File: config.mk
export PLATFORM = sky130hd
export DESIGN_NAME = pmd_ctrl
export DESIGN_NICKNAME = d
export VERILOG_FILES = /design/src/core/pmd_pkg.sv /design/src/core/pmd_ctrl.sv
export SDC_FILE = /design/constraint.sdc
export NUM_CORES = 1
export LEC_CHECK = 0
export ABC_AREA = 1
export BUFFER_PORTS_ARGS = -buffer_cell sky130_fd_sc_hd__buf_2
export CORE_MARGIN = 10
export CORE_UTILIZATION = 45
export DETAILED_ROUTE_END_ITERATION = 7
export PLACE_DENSITY = 0.71
export SLEW_MARGIN = 20
export SYNTH_ARGS = -nofsm -noshare
export SYNTH_HDL_FRONTEND = slang
export SYNTH_SLANG_ARGS = --single-unit
File: constraint.sdc
create_clock -name I_MCLK -period 2.1 [get_ports I_MCLK]
set_input_delay 0.105 -clock I_MCLK [delete_from_list [all_inputs] [get_ports I_MCLK]]
set_output_delay 0.105 -clock I_MCLK [all_outputs]
set_load 0.05 [all_outputs]
File: src/core/pmd_pkg.sv
/*
 * Constants shared by the peripheral disable block: register map, field
 * positions, unit indices and start-up timing.
 * Assumes a 100 MHz system clock and a 32-bit APB bus.
 */
package pmd_pkg;
    // ============================================================
    // Register map (byte addresses)
    localparam logic [11:0] ADDR_CTRL0 = 12'h000; // Misc unit disables
    localparam logic [11:0] ADDR_TIMERS = 12'h004; // Timer and oscillator disables
    localparam logic [7:0] CTRL_RESET = 8'h00; // All units enabled
    localparam logic [7:0] CTRL0_IMPL_MASK = 8'hc7; // Bits 5..3 not built
    localparam logic [31:0] RDATA_ZERO = 32'h0000_0000;

    // ============================================================
    // Field positions in the first control register
    localparam int SYS_CLOCK_NET_OFF_BIT = 7;
    localparam int VOLTAGE_REF_OFF_BIT = 6;
    localparam int NONVOLATILE_UNIT_OFF_BIT = 2;
    localparam int CLOCK_REF_OUT_OFF_BIT = 1;
    localparam int PIN_CHANGE_IRQ_OFF_BIT = 0;

    // ============================================================
    // Unit indices on the gated-peripheral ports
    localparam int NUM_UNITS = 12;
    localparam int UNIT_PIN_CHANGE = 0;
    localparam int UNIT_CLOCK_REF = 1;
    localparam int UNIT_NVM = 2;
    localparam int UNIT_VREF = 3;
    localparam int UNIT_TIMER0 = 4; // Timers 0..6 at 4..10
    localparam int UNIT_NUMERIC_OSC = 11;

    // ============================================================
    // Start-up timing after a unit is enabled again
    localparam int CLK_PERIOD_NS = 10;
    localparam int INSTR_CYCLE_NS = 125;
    localparam int NVM_WAKE_NS = 1000;
    localparam int INSTR_CYCLES = (INSTR_CYCLE_NS + CLK_PERIOD_NS - 1) / CLK_PERIOD_NS;
    localparam int NVM_CYCLES = (NVM_WAKE_NS + CLK_PERIOD_NS - 1) / CLK_PERIOD_NS;
    localparam int CNT_W = 7;
endpackage

File: src/core/pmd_ctrl.sv
/*
 * Peripheral disable controller: two software registers on APB, and per-unit
 * clock enable, reset hold, register-access gating and output forcing.
 * Assumes the gated units sit on the same system clock and expose an
 * 8-bit register read port, a write strobe and a digital output each.
 */
// The placing of the registers and register access over APB are this design's own decisions.
module pmd_ctrl
    import pmd_pkg::*;
#(
    parameter int N = NUM_UNITS, // Number of gated units
    parameter logic [NUM_UNITS-1:0] USES_SYSCLK = 12'hfff // Units fed by the network
) (
    input wire logic I_MCLK,
    input wire logic I_RESETN,
    input wire logic I_PSEL,
    input wire logic I_PENABLE,
    input wire logic I_PWRITE,
    input wire logic [11:0] I_PADDR,
    input wire logic [31:0] I_PWDATA,
    output logic [31:0] O_PRDATA,
    output logic O_PREADY,
    output logic O_PSLVERR,
    input wire logic [N-1:0] I_UNIT_WE,
    input wire logic [N*8-1:0] I_UNIT_RDATA,
    input wire logic [N-1:0] I_UNIT_DOUT,
    output logic [N-1:0] O_UNIT_CLK_EN,
    output logic [N-1:0] O_UNIT_RST,
    output logic [N-1:0] O_UNIT_READY,
    output logic [N-1:0] O_UNIT_WE,
    output logic [N*8-1:0] O_UNIT_RDATA,
    output logic [N-1:0] O_UNIT_DOUT,
    output logic O_ANALOG_EN,
    output logic O_SYSCLK_NET_EN
);

    // ============================================================
    // Register file and bus slave state
    logic [7:0] ctrl0; // Misc unit disables
    logic [7:0] timers; // Oscillator and timer disables
    logic [7:0] next_ctrl0;
    logic [7:0] next_timers;
    logic [31:0] next_prdata;
    logic next_pready;
    logic next_pslverr;
    logic [N-1:0] unit_off; // One disable bit per unit

    // Address decode, shared by read and write paths
    function automatic logic is_mapped(input logic [11:0] a);
        is_mapped = (a == ADDR_CTRL0) || (a == ADDR_TIMERS);
    endfunction

    // Widen one bit per unit to a byte lane mask over the read data lanes
    function automatic logic [N*8-1:0] byte_mask(input logic [N-1:0] off);
        for (int i = 0; i < N; i++) begin
            byte_mask[i*8 +: 8] = {8{off[i]}};
        end
    endfunction

    // Gather disable bits into unit order
    always_comb begin
        unit_off = '0;
        unit_off[UNIT_PIN_CHANGE] = ctrl0[PIN_CHANGE_IRQ_OFF_BIT];
        unit_off[UNIT_CLOCK_REF] = ctrl0[CLOCK_REF_OUT_OFF_BIT];
        unit_off[UNIT_NVM] = ctrl0[NONVOLATILE_UNIT_OFF_BIT];
        unit_off[UNIT_VREF] = ctrl0[VOLTAGE_REF_OFF_BIT];
        unit_off[UNIT_NUMERIC_OSC:UNIT_TIMER0] = timers;
    end

    // Next register and bus answer values
    always_comb begin
        next_ctrl0 = ctrl0;
        next_timers = timers;
        next_prdata = O_PRDATA;
        next_pready = 1'b0;
        next_pslverr = 1'b0;
        if (I_PSEL && !I_PENABLE) begin
            // Setup phase: answer is prepared for the access edge
            next_pready = 1'b1;
            next_pslverr = !is_mapped(I_PADDR);
            next_prdata = RDATA_ZERO;
            if (!I_PWRITE && I_PADDR == ADDR_CTRL0) begin
                next_prdata[7:0] = ctrl0 & CTRL0_IMPL_MASK;
            end else if (!I_PWRITE && I_PADDR == ADDR_TIMERS) begin
                next_prdata[7:0] = timers;
            end
        end
        if (I_PSEL && I_PENABLE && O_PREADY && I_PWRITE) begin
            // Access edge: write lands here and only here
            if (I_PADDR == ADDR_CTRL0) begin
                next_ctrl0 = I_PWDATA[7:0] & CTRL0_IMPL_MASK;
            end else if (I_PADDR == ADDR_TIMERS) begin
                next_timers = I_PWDATA[7:0];
            end
        end
    end

    // Register stage; every reset source lands on I_RESETN
    always_ff @(posedge I_MCLK or negedge I_RESETN) begin
        if (!I_RESETN) begin
            ctrl0 <= CTRL_RESET;
            timers <= CTRL_RESET;
            O_PRDATA <= RDATA_ZERO;
            O_PREADY <= 1'b0;
            O_PSLVERR <= 1'b0;
        end else begin
            ctrl0 <= next_ctrl0;
            timers <= next_timers;
            O_PRDATA <= next_prdata;
            O_PREADY <= next_pready;
            O_PSLVERR <= next_pslverr;
        end
    end

    // ============================================================
    // Global controls
    logic next_analog_en;
    logic next_sysclk_en;

    always_comb begin
        next_analog_en = !ctrl0[VOLTAGE_REF_OFF_BIT];
        next_sysclk_en = !ctrl0[SYS_CLOCK_NET_OFF_BIT];
    end

    always_ff @(posedge I_MCLK or negedge I_RESETN) begin
        if (!I_RESETN) begin
            O_ANALOG_EN <= 1'b1;
            O_SYSCLK_NET_EN <= 1'b1;
        end else begin
            O_ANALOG_EN <= next_analog_en;
            O_SYSCLK_NET_EN <= next_sysclk_en;
        end
    end

    // ============================================================
    // Per-unit gating and start-up counters
    genvar gi;
    generate
        for (gi = 0; gi < N; gi++) begin : g_unit
            logic [CNT_W-1:0] cnt; // Cycles left before the unit is usable
            logic [CNT_W-1:0] next_cnt;
            logic [CNT_W-1:0] start_val;
            logic next_clk_en;
            logic next_we;
            logic [7:0] next_rdata;
            logic next_dout;

            // Memory needs longer to wake than the rest
            assign start_val = (gi == UNIT_NVM) ? CNT_W'(NVM_CYCLES) : CNT_W'(INSTR_CYCLES);

            always_comb begin
                // Counter parks at the full delay while disabled
                if (unit_off[gi]) begin
                    next_cnt = start_val;
                end else if (cnt != '0) begin
                    next_cnt = cnt - CNT_W'(1);
                end else begin
                    next_cnt = cnt;
                end
                // Clock stops for the unit, or for the whole network
                next_clk_en = !unit_off[gi] && !(USES_SYSCLK[gi] && ctrl0[SYS_CLOCK_NET_OFF_BIT]);
                next_we = I_UNIT_WE[gi] && !unit_off[gi];
                next_rdata = unit_off[gi] ? 8'h00 : I_UNIT_RDATA[gi*8 +: 8];
                next_dout = I_UNIT_DOUT[gi] && !unit_off[gi];
            end

            // Reset held as long as the bit stays set, so a cleared bit
            // hands back a unit with power-on register values.
            always_ff @(posedge I_MCLK or negedge I_RESETN) begin
                if (!I_RESETN) begin
                    cnt <= '0;
                    O_UNIT_CLK_EN[gi] <= 1'b1;
                    O_UNIT_RST[gi] <= 1'b0;
                    O_UNIT_READY[gi] <= 1'b0;
                    O_UNIT_WE[gi] <= 1'b0;
                    O_UNIT_RDATA[gi*8 +: 8] <= 8'h00;
                    O_UNIT_DOUT[gi] <= 1'b0;
                end else begin
                    cnt <= next_cnt;
                    O_UNIT_CLK_EN[gi] <= next_clk_en;
                    O_UNIT_RST[gi] <= unit_off[gi];
                    O_UNIT_READY[gi] <= !unit_off[gi] && (next_cnt == '0);
                    O_UNIT_WE[gi] <= next_we;
                    O_UNIT_RDATA[gi*8 +: 8] <= next_rdata;
                    O_UNIT_DOUT[gi] <= next_dout;
                end
            end
        end
    endgenerate
endmodule

==> results of run 1 <==
[worst max-delay path, stage by stage, from the launching register on]
cell and delay (ps):
dfrtp_1 360, inv_1 170, ha_1 180, inv_1 40
nor2_2 140, nand3_4 120, nand2_2 90, inv_1 60
nand3_1 110, nand3_1 120, nor2_1 150
[area by class of cell]
class / count / area, sq um
Sequential cell: 265 / 6650
Multi-Input combinational cell: 733 / 3860
Clock inverter: 13 / 136
Inverter: 302 / 1130
Clock buffer: 39 / 762
Fill cell: 2079 / 9900
Timing Repair Buffer: 462 / 3050
Tap cell: 335 / 419
Antenna cell: 1 / 2.50
[state kept, by name, summed over array words and instances (netlist names)]
| name | flops |
|---|---|
| timers | 8 |
| O_UNIT_RST | 12 |
| O_PREADY | 1 |
| O_UNIT_READY | 12 |
| g_unit.cnt | 84 |
| O_UNIT_DOUT | 12 |
| O_PRDATA | 8 |
| O_UNIT_RDATA | 96 |
| O_UNIT_CLK_EN | 12 |
| O_ANALOG_EN | 1 |
| O_PSLVERR | 1 |
| O_SYSCLK_NET_EN | 1 |
| O_UNIT_WE | 12 |
| ctrl0 | 5 |
[stage by stage]
stage,util,std cells
after floorplan,-,1340
after global placement,0.532,1965
after detailed placement,0.532,1965
after CTS,0.618,2149
after global routing,0.618,2150
final,0.618,2150
[cells by family (layout without fill, tap and decap cells)]
kind of cell / count (synthesis) / count (layout)
AND/OR/NAND/NOR: 613 / 613
flip-flops: 265 / 265
other: 1 / 25
AO/OA/AOI/OAI: 53 / 53
XOR/XNOR: 19 / 19
buffers and inverters: 342 / 816
adder cells (fa/ha/maj): 24 / 24
[cell usage in the layout (no fill, tap or decap), types with 3 or more instances in the layout]
cell	n
buf_4	16
o31ai_1	3
nand2_1	194
o21ai_0	13
inv_2	8
dlygate4sd3_1	132
clkinv_2	7
nor2_8	3
a21oi_1	12
nor2_2	24
nand4_1	25
clkbuf_16	28
o21ai_2	14
nand3_1	76
xnor2_1	7
xor2_1	12
dfstp_2	14
nand3b_1	5
o21ai_1	7
nand2_2	15
clkbuf_1	9
nand2_4	6
dfrtp_1	251
conb_1	24
nand3_4	9
buf_2	311
ha_1	24
nor2_4	18
inv_1	294
nand3_2	4
nor2_1	231
[metal layers]
layer | vias to the layer above | wire length (um)
li1 | 4817 | -
met1 | 4546 | 13000
met2 | 293 | 16700
met3 | 65 | 2850
met4 | 0 | 842
met5 | - | 0
[path summary, 6_finish.rpt]
| check | cells after the start | to | slack [ps] | startpoint |
|---|---|---|---|---|
| worst max-delay path | 10 | O_UNIT_READY[3]$_DFF_PN0_ | 490 | g_unit[3].cnt[0]$_DFF_PN0_ |
| worst min-delay path | 2 | O_UNIT_DOUT[5]$_DFF_PN0_ | 80 | I_RESETN |
| worst max register to register | 10 | O_UNIT_READY[3]$_DFF_PN0_ | 490 | g_unit[3].cnt[0]$_DFF_PN0_ |
| worst min register to register | 2 | O_PRDATA[7]$_DFFE_PN0P_ | 480 | O_PRDATA[7]$_DFFE_PN0P_ |
| max in group asynchronous | 3 | O_UNIT_CLK_EN[11]$_DFF_PN1_ | 1210 | I_RESETN |
| min in group I_MCLK | 5 | O_PRDATA[4]$_DFFE_PN0P_ | 100 | I_PADDR[2] |
[power breakdown]
group | internal (uW) | leakage, uW | switching (uW) | total, uW
Clock | 2790 | 0.000441 | 2020 | 4810
Combinational | 2240 | 0.00536 | 4210 | 6460
Sequential | 6120 | 0.00320 | 895 | 7010
==> impl_results.md, run 1 <==
* First-pass DRT Iterations at 5
* Clock Path Buffers at 3
* Pwr Density at roughly 1100 nW/um^2
* Placed cell area at around 14000 sq um
* Dpl hpwl at about 23000 um
* Layout cells sized above 1 at 0.270
* CTS Hold Bufs at 132
* Clk Latency, worst-skew pair at roughly 550 ps
* RSZ-0062 raised after global routing: no
* Final setup margin at a little under 500 ps
* Post-synthesis mux area share at 0
* Required time of the worst setup path at approximately 2600 ps
* Adder-cell share of the synthesized area at 0.0254
* Clock-pin slew on the worst setup and hold paths at 60 ps
* Vias at roughly 10000
* Final period util at 0.768
* Die X at approximately 180 um
* Synth top cells by count: inv_1 (294), dfrtp_1 (251), nor2_1 (231), nand2_1 (194), nand3_1 (76)
* Pins Over Slew Limit at 0
* Top FF cell, synth: dfrtp_1
* Final hold vios at 0
* Routing usage on met1 at 0.219
* Simple logic cell fraction of the synthesized area at 0.251
* Post-cts sizing count at 0
* Initial DRC count at 578
* Final Routed Wirelength at 33400 um
* Nets at 1985
* TritonCTS clock tree: built
* Layout area overhead at 35.7%
* Worst setup EP type: flop
* Avg Cell Area, Syn at roughly 9.0 sq um
* Synth Instances at about 1300
* Via density per instance at about 4.5
* H-tree Lvls at 1
* Initial Utilization at 0.456
* Die area at between 30000 and 40000 sq um
* Dpl ws at roughly 500 ps
* Final Wtd Congestion at just under 0.9
* Finished Cell Area at between 15000 and 20000 sq um
* Synth warnings at 0
* Initial antenna violation count at 1
* Peak VDD IR at 699 uV
* I/O pin cnt at ~360
* Post-synthesis sequential area ratio at 0.563
* Most common cell in the netlist: inv_1
* Outcome: finished clean
* Tmin final at around 1600 ps
* Root Buffer: clkbuf_16
* Buffers on Ports at 312
* Total gr overflow at 0
* Hold/Removal Path Class: input pin to asynchronous set/reset pin
* Die height at approximately 180 um
* Core ar. at ~26000 sq um
* Cell taking the most area after synthesis: dfrtp_1
* Global-route wire length before repair at around 54000 um
* Yosys reg bits at 265
* Worst Setup Path Type: flop to flop
* Wire length per cell at between 15 and 20 um
* Leak at 0.00900 uW
* Number of global-route vias before repair at 10500
* TritonCTS Buffers at 28
* Critical path startpoint category: flop
* Tot Pwr at around 18000 uW
* Met3 track demand over resource at 0.0650
* Synth unique cells at 34
* Peak Freq at 620 MHz
* Main combinational cell family by area after synthesis: simple AND/OR/NAND/NOR gates
* GRT busiest layer: met2
* Largest net degree at the start of global routing at 74
* Critical Path AT at approximately 2100 ps
* Worst Path Max Fanout at 7
* Async set-reset flop share out of synthesis at 1.00
* Setup TNS at 0 ps
* # Max-Cap Violations at 0
* Met2 Resource Use GR at 0.349
* Clk sinks at around 270
* Final setup viols at 0
* Fin Hold WS at about 80 ps
* Top cell type's share of synthesized area at 0.532
* Buffer count from post-CTS setup fixing at 0
* Synth Area in Compound Gates at 0.0285
* DRC at 0
* Site Rows at 59
* EDFF count, synth at 0
* Synthesized area at around 12000 sq um
* Synth Area in XOR/XNOR at 0.0141
* Top cells by area, synth: dfrtp_1 (53%), inv_1 (9.3%), nor2_1 (7.3%)
* Setup Skew at 17.8 ps
* Antenna viol nets, final at 0
* GRT Resource Usage Total at 0.197
Note: power is estimated with default switching activity, not from simulation.
==> run 2, diff against run 1 <==
ABC_AREA = 0   (was 1)
PLACE_DENSITY = 0.75   (was 0.71)
clock period = 1.3 ns   (was 2.1 ns; I/O delays follow)
==> run 2 against run 1 <==
  * The run now ends with setup timing left
  * Clock skew shrank 3.0 ps
  * Critical path type unchanged
  * Via count grew 1.0%
  * Maximum frequency shrank 13%
  * Synthesized cell count shrank 29%
  * Final cell count shrank 8.7%
  * Combinational power grew to 2.7 times the previous value
  * First-iteration DRC count grew 2.1%
  * Global-route usage grew 3.4 points
  * Non-clock buffer count grew 223
  * Wire length grew 19%
==> impl_results.md, run 2 <==
* Outcome: finished with violations
* Failing checks: setup timing
* Fillers at 1292 (-38%)
* Synth unique cells at 53 (+56%)
* Initial DRC count at 590 (+2.1%)
* Via density per instance at 5.01 (+11%)
* Synth Area in XOR/XNOR at 0.0484 (+0.0343)
* Finished Cell Area at 18500 sq um (+15%)
* Die X at 175 um (-3.7%)
* EDFF count, synth at 0 (unchanged)
* Required time of the worst setup path at 1750 ps (-820 ps)
* Setup Skew at 14.8 ps (-3.05 ps)
* Final setup viols at 97 (+97)
* Worst path buffer plus inverter count at 1 (-2)
* Core ar. at 23600 sq um (-8.9%)
* Final period util at 1.42 (+0.655)
* Layout cells sized above 1 at 0.524 (+0.254)
* Initial Utilization at 0.460 (+0.00407)
* Synth top cells by count: dfrtp_1 (251), nor2b_1 (127), nor2_1 (74), nor3_1 (54), nand2_1 (51)
* Pins Over Slew Limit at 0 (unchanged)
* # Max-Cap Violations at 0 (unchanged)
* Top cells by area, synth: dfrtp_1 (58%), nor2b_1 (7.3%), dfstp_2 (3.4%)
* Register area at 6670 sq um (+0.26%)
* Synthesized area at 10900 sq um (-8.1%)
* Simple logic cell fraction of the synthesized area at 0.194 (-0.0569)
* Largest net degree at the start of global routing at 50 (-32%)
* Clk Latency, worst-skew pair at 550 ps (about the same)
* Critical path startpoint category: flop
* Most common cell in the netlist: dfrtp_1
* Antenna viol nets, final at 0 (unchanged)
* Fin Hold WS at 15.5 ps (-64.5 ps)
* Total gr overflow at 0 (unchanged)
* Commonest non-fill, non-tap cell in the layout: buf_2
* Root Buffer: clkbuf_16
* Number of global-route vias before repair at 10600 (+1.1%)
* Reg2reg end: O_UNIT_READY[2]$_DFF_PN0_
* Worst reg2reg setup slack at -550 ps (-1040 ps)
* Slowest stage delay, CP at 420 ps (+60 ps)
* Reg-to-reg critical path startpoint: g_unit[2].cnt[0]$_DFF_PN0_
* Hold/Removal Path Class: input pin to asynchronous set/reset pin
* Worst Path Max Fanout at 3 (-4)
* Cell taking the most area after synthesis: dfrtp_1
* Initial antenna violation count at 9 (+8)
* Critical Path Stages at 7 (-3)
* Vias at 9822 (+1.0%)
* Post-synthesis mux area share at 0.0190 (+0.0190)
* Pwr Density at 2020 nW/um^2 (+77%)
* Clock-pin slew on the worst setup and hold paths at 60 ps (about the same)
* Final hold vios at 0 (unchanged)
* Synth Area in Compound Gates at 0.0582 (+0.0297)
* Tmin final at 1850 ps (+237 ps)
* Worst Setup EP: O_UNIT_READY[2]$_DFF_PN0_
* TritonCTS clock tree: built
* Peak Freq at 540 MHz (-13%)
* Synth warnings at 0 (unchanged)
* Multi-input logic area at 5260 sq um (+36%)
* Top reg by flops: O_UNIT_RDATA
* Top Registers: O_UNIT_RDATA (96), g_unit.cnt (84)
* Adder-cell share of the synthesized area at 0.0277 (+0.00223)
* Worst path cell trace: inv_2, ha_4, or3b_4, nor3_4, a211oi_2, or3_1, nor4_2
* Final setup margin at -550 ps (-1040 ps)
* Nets at 1807 (-9.0%)
* TritonCTS Buffers at 28 (unchanged)
* First-pass DRT Iterations at 4 (-1)
* Yosys reg bits at 265 (unchanged)
* Top cell type's share of synthesized area at 0.579 (+0.0466)
* Crit. Startpoint: g_unit[2].cnt[0]$_DFF_PN0_
* Worst Setup Path Type: flop to flop
* Final Wtd Congestion at 0.877 (-0.22%)
* Worst reg2reg path depth at 7 (-3)
* RSZ-0062 raised after global routing: yes
* Avg Cell Area, Syn at 11.7 sq um (+30%)
* Async set-reset flop share out of synthesis at 1.00 (unchanged)
* I/O pin cnt at 361 (unchanged)
* Main combinational cell family by area after synthesis: simple AND/OR/NAND/NOR gates
* Post-synthesis sequential area ratio at 0.613 (+0.0494)
* Leak at 0.00895 uW (-0.63%)
* Placed cell area at 14500 sq um (+5.1%)
* Die area at 30700 sq um (-7.2%)
* GRT Resource Usage Total at 0.230 (+0.0338)
* CP max stage cell: or3b_4
* Wire length per cell at 20.2 um (+30%)
* Commonest cells after routing, fill and taps aside: buf_2 (290), dfrtp_1 (237), buf_4 (208)
* Layout area overhead at 70.3%
* Peak VDD IR at 1120 uV (+60%)
* Dpl hpwl at 23000 um (-0.55%)
* Site Rows at 56 (-5.1%)
* DRC at 0 (unchanged)
* Clk sinks at 265 (unchanged)
* H-tree Lvls at 1 (unchanged)
* Final Routed Wirelength at 39600 um (+19%)
* Synth Instances at 931 (-29%)
* Setup TNS at -13250 ps (-13250 ps)
* Critical Path AT at 2300 ps (+220 ps)
* Global-route wire length before repair at 57400 um (+6.4%)
* Top FF cell, synth: dfrtp_1
* Buffers on Ports at 312 (unchanged)
* Largest register FFs at 96 (unchanged)
* Clock Path Buffers at 3 (unchanged)
* Worst setup EP type: flop
* Delay-heaviest family, CP: simple AND/OR/NAND/NOR gates
* Die height at 175 um (-3.7%)
==> run 2: metrics by stage <==
step	instances	power, uW	setup slack (ps)	util
detailed placement	1723	23900	-542	0.614
global placement	1723	23400	-433	0.614
floorplan	954	18600	-402	-
CTS	1928	34400	-484	0.748
global route	1960	39100	-609	0.782
finish	1962	37300	-550	0.783
==> run 2: logic make-up (layout without fill, tap and decap cells) <==
kind of cell	Yosys count	after routing
adders and majority gates	24	24
and+or+nand+nor	388	388
DFF	265	265
buffers and inverters	88	768
muxes	17	17
AOI/OAI and AO/OA	88	88
other	1	33
xor gates and xnor gates	60	60
==> run 2: worst min path at each step <==
stage,start,end,slack [ps],depth (start not counted)
3_5_place_dp,I_RESETN,O_PSLVERR$_DFF_PN0_,-20,1
3_3_place_gp,I_RESETN,O_PSLVERR$_DFF_PN0_,-30,1
5_1_grt,I_RESETN,O_UNIT_DOUT[1]$_DFF_PN0_,30,2
4_1_cts,I_RESETN,O_PSLVERR$_DFF_PN0_,1,2
6_report,I_RESETN,O_UNIT_RDATA[60]$_DFF_PN0_,20,2
2_1_floorplan,I_RESETN,O_PRDATA[0]$_DFFE_PN0P_,-230,0
==> run 2: worst register-to-register path, delay by kind of cell (launching register included) <==
| family | cells | cell delay, ps |
|---|---|---|
| and+or+nand+nor | 4 | 1050 |
| buffers and inverters | 1 | 100 |
| DFF | 1 | 400 |
| AOI/OAI and AO/OA | 1 | 80 |
| adders and majority gates | 1 | 130 |
==> run 2: what timing repair did <==
action	in CTS	in global routing
hold buffers	131	0
resized for setup	164	142
endpoints found under the setup margin	113	131
pin swaps	50	73
hold endpoints to repair	390	0
buffers inserted	25	35
==> run 2: final cells by class <==
class,count,share of cell area
flip-flops and latches,265,0.361
multi-input cells,601,0.285
repair buffers,685,0.273
clock buffers,39,0.0446
well taps,319,0.0216
clock inverters,11,0.00752
inverters,33,0.00724
diodes,9,0.00122
==> run 2: metal layers <==
| layer | part of all wire | GRT usage | vias up |
|---|---|---|---|
| met3 | 0.060 | 0.0570 | 91 |
| met1 | 0.37 | 0.257 | 4938 |
| met4 | 0.037 | 0.0745 | 0 |
| met5 | 0 | 0 | - |
| met2 | 0.54 | 0.421 | 351 |
| li1 | - | - | 4442 |
==> run 2: power breakdown <==
group / total [uW] / switching [uW] / leakage [uW] / internal, uW
clock network: 8350 / 3350 / 0.000477 / 5000
logic: 17300 / 8380 / 0.00528 / 8960
registers: 11600 / 1660 / 0.00319 / 9940
total: 37300 / 13400 / 0.00895 / 23900
